### config.mk
export PLATFORM = sky130hd
export DESIGN_NAME = scc_servo_control
export DESIGN_NICKNAME = d
export VERILOG_FILES = /design/src/scc_pulse_out.v /design/src/scc_servo_control.v
export VERILOG_INCLUDE_DIRS = /design/src
export SDC_FILE = /design/constraint.sdc
export NUM_CORES = 2
export LEC_CHECK = 0
export BUFFER_PORTS_ARGS = -buffer_cell sky130_fd_sc_hd__buf_2
export CAP_MARGIN = 20
export CORE_MARGIN = 2
export CORE_UTILIZATION = 55
export CTS_CLUSTER_DIAMETER = 30
export DETAILED_ROUTE_END_ITERATION = 7
export MAX_ROUTING_LAYER = met4
export PLACE_DENSITY_LB_ADDON = 0.2
export SYNTH_ARGS = -nofsm -noshare
export SYNTH_HDL_FRONTEND = slang
export SYNTH_SLANG_ARGS = --single-unit
### constraint.sdc
create_clock -name core_clk -period 9.1 [get_ports core_clk]
set_input_delay 1.82 -clock core_clk [delete_from_list [all_inputs] [get_ports core_clk]]
set_output_delay 1.82 -clock core_clk [all_outputs]
set_load 0.01 [all_outputs]
### src/scc_map.vh
// Register map, control bit positions, reset values and timing for the servo channel block
`ifndef SCC_MAP_VH
`define SCC_MAP_VH

// Register addresses
`define SCC_POS_BASE 8'h01
`define SCC_CTRL_BASE 8'h02
`define SCC_CH_STRIDE 2
`define SCC_SERVO12_POS_ADDR 8'h17
`define SCC_GLOBAL_ADDR 8'h25

// Control byte fields
`define SCC_CTRL_REVERSE 6
`define SCC_CTRL_SOFT 5
`define SCC_CTRL_SPEED_EN 4
`define SCC_SPEED_MSB 3
`define SCC_SPEED_LSB 0

// Reset values
`define SCC_POS_RESET 8'h80
`define SCC_CTRL_RESET 8'h00
`define SCC_GLOBAL_RESET 8'h00

// Timing: times in microseconds, counts derived from the clock rate
`define SCC_CLK_MHZ 50
`define SCC_FRAME_US 20000
`define SCC_PULSE_MIN_US 1000
`define SCC_PULSE_UNIT_US 4
`define SCC_FRAME_CYCLES (`SCC_FRAME_US * `SCC_CLK_MHZ)
`define SCC_PULSE_MIN_CYCLES (`SCC_PULSE_MIN_US * `SCC_CLK_MHZ)
`define SCC_PULSE_UNIT_CYCLES (`SCC_PULSE_UNIT_US * `SCC_CLK_MHZ)

// Position steps per frame while a soft start ramps
`define SCC_SOFT_STEP 8'h01

`endif

### src/scc_pulse_out.v
// Per-channel servo pulse generator driven by the shared frame counter
`timescale 1ns/1ps
module scc_pulse_out #(
    parameter CNT_W = 20,
    parameter PULSE_MIN_CYCLES = 50000,
    parameter PULSE_UNIT_CYCLES = 200
) (
    // Clock and reset
    input wire core_clk,
    input wire rstn,
    // Frame timing and channel state
    input wire [CNT_W-1:0] frameCnt,
    input wire enable,
    input wire [7:0] position,
    // Servo output
    output reg pulseOut
);
    localparam [CNT_W-1:0] MIN_C = PULSE_MIN_CYCLES;
    localparam [CNT_W-1:0] UNIT_C = PULSE_UNIT_CYCLES;

    wire [CNT_W+7:0] product;
    wire [CNT_W-1:0] widthCycles;

    assign product = position * UNIT_C;
    assign widthCycles = product[CNT_W-1:0] + MIN_C;

    // Pulse starts at each frame start; width grows linearly with position
    always @(posedge core_clk) begin
        if (!rstn) begin
            pulseOut <= 1'b0;
        end else begin
            pulseOut <= enable && (frameCnt < widthCycles); // (RULE7)
        end
    end
endmodule // scc_pulse_out

### src/scc_servo_control.v
// Eighteen-channel servo control: registers, global activation, motion and pulse outputs
// Function
// (RULE1) Reverse bit set: channel position is mirrored to the opposite end of travel.
// (RULE2) Soft-start bit at first activation: ramp pulses gradually up to commanded position.
// (RULE3) Speed-enable bit set: movement rate limited by the four-bit speed field.
// (RULE4) Speed field 0 to 15; 0 is slowest, larger values move faster.
// (RULE5) Host writes global register last; new positions apply only on that write.
// (RULE6) Servo channel 12 position is held in register 23.
// (RULE7) Periodic pulse per channel, width tracks activated position, held until next activation.
`timescale 1ns/1ps
`include "scc_map.vh"
module scc_servo_control #(
    parameter CH = 18,
    parameter FRAME_CYCLES = `SCC_FRAME_CYCLES,
    parameter PULSE_MIN_CYCLES = `SCC_PULSE_MIN_CYCLES,
    parameter PULSE_UNIT_CYCLES = `SCC_PULSE_UNIT_CYCLES
) (
    // Clock and reset
    input wire core_clk,
    input wire rstn,
    // Register port from the serial-bus slave
    input wire regWrEn,
    input wire regRdEn,
    input wire [7:0] regAddr,
    input wire [7:0] regWrData,
    output reg [7:0] regRdData,
    // Servo side
    output wire [CH-1:0] servoPulse,
    output wire [CH-1:0] servoMoving
);
    localparam CNT_W = 20;
    localparam [CNT_W-1:0] FRAME_LAST = FRAME_CYCLES - 1;

    // Address of a per-channel register; channels sit two registers apart
    function [7:0] chAddr;
        input [7:0] base;
        input integer idx;
        integer t;
        begin
            t = base + idx * `SCC_CH_STRIDE;
            chAddr = t[7:0];
        end
    endfunction

    // Move one step from cur toward tgt without overshoot
    function [7:0] stepToward;
        input [7:0] cur;
        input [7:0] tgt;
        input [7:0] step;
        reg [7:0] diff;
        begin
            if (cur < tgt) begin
                diff = tgt - cur;
                stepToward = (diff <= step) ? tgt : cur + step;
            end else begin
                diff = cur - tgt;
                stepToward = (diff <= step) ? tgt : cur - step;
            end
        end
    endfunction

    // Address decode shared by the write strobes and the readback mux
    function regMatch;
        input [7:0] addr;
        input [7:0] base;
        input integer idx;
        begin
            regMatch = (addr == chAddr(base, idx));
        end
    endfunction

    // Step per frame: a soft start crawls, otherwise speed 0 is one step and 15 is sixteen
    function [7:0] stepFor;
        input softOn;
        input [3:0] speed;
        begin
            if (softOn) begin
                stepFor = `SCC_SOFT_STEP;
            end else begin
                stepFor = {4'h0, speed} + 8'h01;
            end
        end
    endfunction

    reg [CNT_W-1:0] frameCnt_reg;
    reg [7:0] globalActivate_reg;
    reg [7:0] rdValue;
    wire frameTick;
    wire activate;
    wire [8*CH-1:0] posFlat;
    wire [8*CH-1:0] ctrlFlat;
    integer k;

    // Shared frame timebase; one tick per servo frame paces soft-start and speed-limited steps
    assign frameTick = (frameCnt_reg == FRAME_LAST);

    always @(posedge core_clk) begin
        if (!rstn) begin
            frameCnt_reg <= {CNT_W{1'b0}};
        end else if (frameTick) begin
            frameCnt_reg <= {CNT_W{1'b0}};
        end else begin
            frameCnt_reg <= frameCnt_reg + 1'b1;
        end
    end

    // A write to the global register releases every pending position at once
    assign activate = regWrEn && (regAddr == `SCC_GLOBAL_ADDR); // (RULE5)

    always @(posedge core_clk) begin
        if (!rstn) begin
            globalActivate_reg <= `SCC_GLOBAL_RESET;
        end else if (activate) begin
            globalActivate_reg <= regWrData;
        end
    end

    genvar i;
    generate
        for (i = 0; i < CH; i = i + 1) begin : chan
            reg [7:0] pos_reg;
            reg [7:0] ctrl_reg;
            reg [7:0] target_reg;
            reg [7:0] current_reg;
            reg [3:0] speed_reg;
            reg speedEn_reg;
            reg soft_reg;
            reg armed_reg;
            wire posHit;
            wire ctrlHit;
            wire [7:0] mapped;
            wire firstSoft;
            wire [7:0] stepSize;
            wire [7:0] stepped;

            // Channel 12 lands on register 23 through this stride
            assign posHit = regWrEn && regMatch(regAddr, `SCC_POS_BASE, i); // (RULE6)
            assign ctrlHit = regWrEn && regMatch(regAddr, `SCC_CTRL_BASE, i);

            // Mirror about the midpoint: 255 - p
            assign mapped = ctrl_reg[`SCC_CTRL_REVERSE] ? ~pos_reg : pos_reg; // (RULE1)
            assign firstSoft = ~armed_reg & ctrl_reg[`SCC_CTRL_SOFT]; // (RULE2)
            // A finished ramp hands over to the latched speed setting
            assign stepSize = stepFor(soft_reg, speed_reg); // (RULE4)
            assign stepped = stepToward(current_reg, target_reg, stepSize);

            always @(posedge core_clk) begin
                if (!rstn) begin
                    pos_reg <= `SCC_POS_RESET;
                    ctrl_reg <= `SCC_CTRL_RESET;
                    target_reg <= `SCC_POS_RESET;
                    current_reg <= `SCC_POS_RESET;
                    speed_reg <= 4'h0;
                    speedEn_reg <= 1'b0;
                    soft_reg <= 1'b0;
                    armed_reg <= 1'b0;
                end else begin
                    if (posHit) begin
                        pos_reg <= regWrData;
                    end
                    if (ctrlHit) begin
                        ctrl_reg <= regWrData;
                    end
                    if (activate) begin
                        // Staged values only reach the motion logic here
                        target_reg <= mapped; // (RULE5)
                        speedEn_reg <= ctrl_reg[`SCC_CTRL_SPEED_EN]; // (RULE3)
                        speed_reg <= ctrl_reg[`SCC_SPEED_MSB:`SCC_SPEED_LSB]; // (RULE3)
                        armed_reg <= 1'b1;
                        if (firstSoft) begin
                            // Ramp from the short end so the servo is not jerked
                            soft_reg <= 1'b1; // (RULE2)
                            current_reg <= 8'h00;
                        end else if (!ctrl_reg[`SCC_CTRL_SPEED_EN] && !soft_reg) begin
                            current_reg <= mapped; // (RULE7)
                        end
                    end else if (frameTick && (soft_reg || speedEn_reg)) begin
                        current_reg <= stepped; // (RULE3)
                        if (soft_reg && (stepped == target_reg)) begin
                            soft_reg <= 1'b0; // (RULE2)
                        end
                    end
                end
            end

            assign servoMoving[i] = armed_reg && (current_reg != target_reg);
            assign posFlat[8*i+7:8*i] = pos_reg;
            assign ctrlFlat[8*i+7:8*i] = ctrl_reg;

            // No pulses before the first activation, so unset servos stay limp
            scc_pulse_out #(
                .CNT_W(CNT_W),
                .PULSE_MIN_CYCLES(PULSE_MIN_CYCLES),
                .PULSE_UNIT_CYCLES(PULSE_UNIT_CYCLES)
            ) u_pulse (
                .core_clk(core_clk),
                .rstn(rstn),
                .frameCnt(frameCnt_reg),
                .enable(armed_reg),
                .position(current_reg),
                .pulseOut(servoPulse[i])
            );
        end
    endgenerate

    // Readback of staged registers; unmapped addresses read zero
    always @* begin
        rdValue = 8'h00;
        if (regAddr == `SCC_GLOBAL_ADDR) begin
            rdValue = globalActivate_reg;
        end
        for (k = 0; k < CH; k = k + 1) begin
            if (regMatch(regAddr, `SCC_POS_BASE, k)) begin
                rdValue = posFlat[8*k +: 8];
            end
            if (regMatch(regAddr, `SCC_CTRL_BASE, k)) begin
                rdValue = ctrlFlat[8*k +: 8];
            end
        end
    end

    always @(posedge core_clk) begin
        if (!rstn) begin
            regRdData <= 8'h00;
        end else if (regRdEn) begin
            regRdData <= rdValue;
        end
    end
endmodule // scc_servo_control

==> metrics.log <==
[metrics] Leakage: 0.0419 µW
[metrics] fraction of layout cells with a size suffix above 1: 5.82%
[metrics] Fmax achieved: 187 MHz
[metrics] area taken by multi-input logic gates: 62000 µm²
[metrics] largest area contributor in the synthesized netlist: sky130_fd_sc_hd__ha_1
[metrics] dominant combinational cell family by area after synthesis: compound AO/OA/AOI/OAI gates
[metrics] FF-to-FF path depth: 15
[metrics] total wire length: 268000 µm
[metrics] number of nets at the end of the flow: 12.0k
[metrics] TritonCTS buffer count: 178
[metrics] Final min period: 5.36 ns
[metrics] number of antenna violations at the first check in global routing: 20
[metrics] vias post-DR: 78.2k
[metrics] detail-routed via count per cell: 6.24
[metrics] sequential area share after synthesis: 18.0%
[metrics] number of sinks handled by clock tree synthesis: 739
[metrics] number of synthesized flops with an enable pin: 0
[metrics] sum of met2 wire segment lengths after detailed routing: 122000 µm
[metrics] Cell variety after synth: 107
[metrics] post-synthesis cell area: 82200 µm²
[metrics] list of most frequent post-synthesis cells: sky130_fd_sc_hd__ha_1 (1417), sky130_fd_sc_hd__a21oi_1 (1077), sky130_fd_sc_hd__nand2_1 (1019)
[metrics] complex-gate fraction of the synthesized area: 24.9%
[metrics] most instantiated library cell after synthesis: sky130_fd_sc_hd__ha_1
[metrics] final setup violation count: 0
[metrics] Avg WL per Cell: 21.4 µm
[metrics] setup clock skew after layout: 0.0370 ns
[metrics] CTS resizes: 0
[metrics] detailed-placement wirelength estimate: 200000 µm
[metrics] number of buffers inserted by port buffering: 63
[metrics] clock root cell: sky130_fd_sc_hd__clkbuf_16
[metrics] worst IR drop on VDD: 152 µV
[metrics] CP Data Arrival Time: 6.03 ns
[metrics] largest net degree at the start of global routing: 164
[metrics] reported max-cap violation count: 0
[metrics] TritonCTS clock tree: built
[metrics] launching instance or port of the critical path: regAddr[0]
[metrics] horizontal extent of the die: 391 µm
[metrics] Bufs on Longest Clock Path: 3
[metrics] areal power density over the cells: 118 nW/µm²
[metrics] portion of synthesized cell area occupied by the leading cell type: 21.6%
[metrics] top fanout value on the critical path: 53
[metrics] Relative slew margins: 15.6%
[metrics] unrepaired setup endpoints after global routing: false
[metrics] total area of sequential cells: 14800 µm²
[metrics] remaining number of nets flagged by the antenna check after routing: 0
[metrics] Syn-to-layout area delta: 9.80%
[metrics] fraction of the cycle the final worst path needs: 58.9%
[metrics] fraction of registers with async set or reset after synthesis: 0%
[metrics] Post-CTS Setup Inserts: 0
[metrics] count of warnings emitted by yosys: 0
[metrics] CTS H-tree depth: 4
[metrics] worst hold slack: 0.453 ns
[metrics] Die Y-Extent: 391 µm
[metrics] area of the die: 153000 µm²
[metrics] Core Footprint: 148000 µm²
[metrics] r2r endpoint: chan[15].current_reg[6]
[metrics] Hold-fix buffers, CTS: 0
[metrics] Mapped Nets: 12.1k
[metrics] class of the tightest hold or removal check: register to register
[metrics] number of slew-limit violations in the final report: 0
[metrics] most common flop cell mapped by yosys: sky130_fd_sc_hd__dfxtp_1
[metrics] number of storage elements in the synthesis netlist: 739
[metrics] fill cell count: 13.3k
[metrics] required time of the critical path: 9.77 ns
[metrics] start-to-end type of the worst setup path: primary input to register
[metrics] total met3 wirelength after detailed routing: 20700 µm
[metrics] number of search-and-repair iterations in the first detailed-routing pass: 8
[metrics] share of cell area taken by muxes after synthesis: 1.72%
[metrics] clock latency of the later-clocked register in the worst-skew pair: 0.82 ns
[metrics] fraction of synthesized cell area in xor and xnor cells: 8.33%
[metrics] Simple-Gate Fraction of Synth Area: 15.8%
[metrics] average cell area after synthesis: 7.78 µm²
[metrics] actual transition at the worst max-transition pin: 1.27 ns
[metrics] startpoint types: primary input
[metrics] R2R Setup Slk: 4.10 ns
[metrics] floorplan row count: 141
[metrics] CP Capture Type: register
[metrics] top layer reached by signal wires: met4
[metrics] hold path startpoint: chan[17].speedEn_reg
[metrics] arithmetic-cell share of the synthesized area counting full adders, half adders and majority gates: 24.6%
[metrics] ports placed on the boundary: 64
[metrics] global-route wire length before repair: 419000 µm
[metrics] number of DRC violations after detailed-routing iteration 0: 7550
[metrics] cell count after synthesis: 10.6k
[metrics] sink of the worst hold path: chan[17].speedEn_reg
[metrics] Remaining Overflow, GRT: 0
[metrics] GP Congestion: 1.02
[metrics] main area contributors after synthesis: sky130_fd_sc_hd__ha_1 (22%), sky130_fd_sc_hd__dfxtp_1 (18%), sky130_fd_sc_hd__a21oi_1 (6.6%)
[metrics] setup TNS: 0 ns
[metrics] global router's overall resource usage: 35.2%
[metrics] initial cell density of the core: 55.6%
[metrics] total routed wire length on the met1 layer: 114000 µm
[metrics] launching point of the worst reg2reg path: chan[15].current_reg[1]
[metrics] Final Hold Violating Endpoints: 0
[metrics] via count of the first global-routing pass: 75.0k
[metrics] number of remaining DRC errors: 0
[metrics] clock input transition at the sequential cells of the worst setup and hold paths: 0.04 ns
[metrics] Hold Path Cell Cnt: 2
[metrics] status: finished clean
==> how the worst max path moves through the flow <==
stage                                      to  slack [ns]  cells after the start
CTS                              regRdData[6]        3.94                     12
global route                     regRdData[6]        3.47                     12
detailed placement               regRdData[6]        3.10                     12
finish                           regRdData[3]        3.74                     12
global placement                 regRdData[6]        3.15                     12
floorplan           chan[11].u_pulse.pulseOut        4.97                     19
==> critical path, cell delays in order <==
cell,delay (ns)
sky130_fd_sc_hd__buf_4,0.47
sky130_fd_sc_hd__buf_4,0.65
sky130_fd_sc_hd__clkinv_1,0.85
sky130_fd_sc_hd__nand2_1,0.24
sky130_fd_sc_hd__a221oi_1,0.12
sky130_fd_sc_hd__o21ai_0,0.31
sky130_fd_sc_hd__o2111ai_1,0.17
sky130_fd_sc_hd__o2bb2ai_1,0.16
sky130_fd_sc_hd__o21ai_0,0.41
sky130_fd_sc_hd__a21oi_1,0.19
sky130_fd_sc_hd__o21ai_0,0.40
sky130_fd_sc_hd__a31oi_1,0.14
==> layout by cell type (no fill, tap or decap), drive strengths merged, types with 126 or more instances in the layout <==
cell | netlist | routed
a211oi | 185 | 185
a21o | 278 | 278
a21oi | 1084 | 1084
buf | 147 | 127
clkbuf | 292 | 224
dfxtp | 739 | 739
fa | 126 | 126
ha | 1417 | 1417
inv | 961 | 979
nand2 | 1019 | 1019
nand2b | 136 | 136
nand3 | 324 | 324
nor2 | 731 | 731
nor3 | 156 | 156
o21ai | 468 | 468
o21bai | 145 | 145
o221ai | 126 | 126
xnor2 | 461 | 461
xor2 | 321 | 321
==> kinds of logic (layout without fill, tap and decap cells) <==
kind of cell / after synthesis / count (layout)
AOI/OAI and AO/OA: 3139 / 3139
and+or+nand+nor: 2831 / 2831
adders and majority gates: 1543 / 1543
buffers and inverters: 1401 / 1420
xor gates and xnor gates: 782 / 782
DFF: 739 / 739
muxes: 131 / 131
other: 0 / 15
==> cell type report <==
class | instances | share of cell area (%)
flip-flops and latches | 739 | 16.4
multi-input cells | 8426 | 68.7
repair buffers | 128 | 0.985
well taps | 1930 | 2.67
clock inverters | 107 | 1.76
inverters | 962 | 4.01
clock buffers | 223 | 5.46
diodes | 15 | 0.0416
==> per-stage QoR <==
stage                     power [µW]  util, %  worst slack, ns  instances  area [µm²]
after floorplan                 3720        -             4.97      10600       82200
final                          10700     61.0             3.74      12500       90300
after global placement          3870     56.5             3.15      12200       83700
after CTS                      10700     60.9             3.94      12500       90200
after global routing           10900     61.0             3.47      12500       90300
after detailed placement        3870     56.5             3.10      12200       83700
==> per-layer routing <==
metal | GRT usage, % | up-vias
li1 | - | 37300
met1 | 45.1 | 37200
met2 | 56.0 | 3077
met3 | 4.93 | 599
met4 | 13.4 | 0
met5 | - | -
==> power breakdown <==
| group | switching (µW) | internal (µW) |
|---|---|---|
| clock network | 2240 | 4580 |
| logic | 400 | 172 |
| registers | 11.2 | 3250 |
| total | 2650 | 8010 |
No activity file was read; power rests on OpenSTA's default activity.
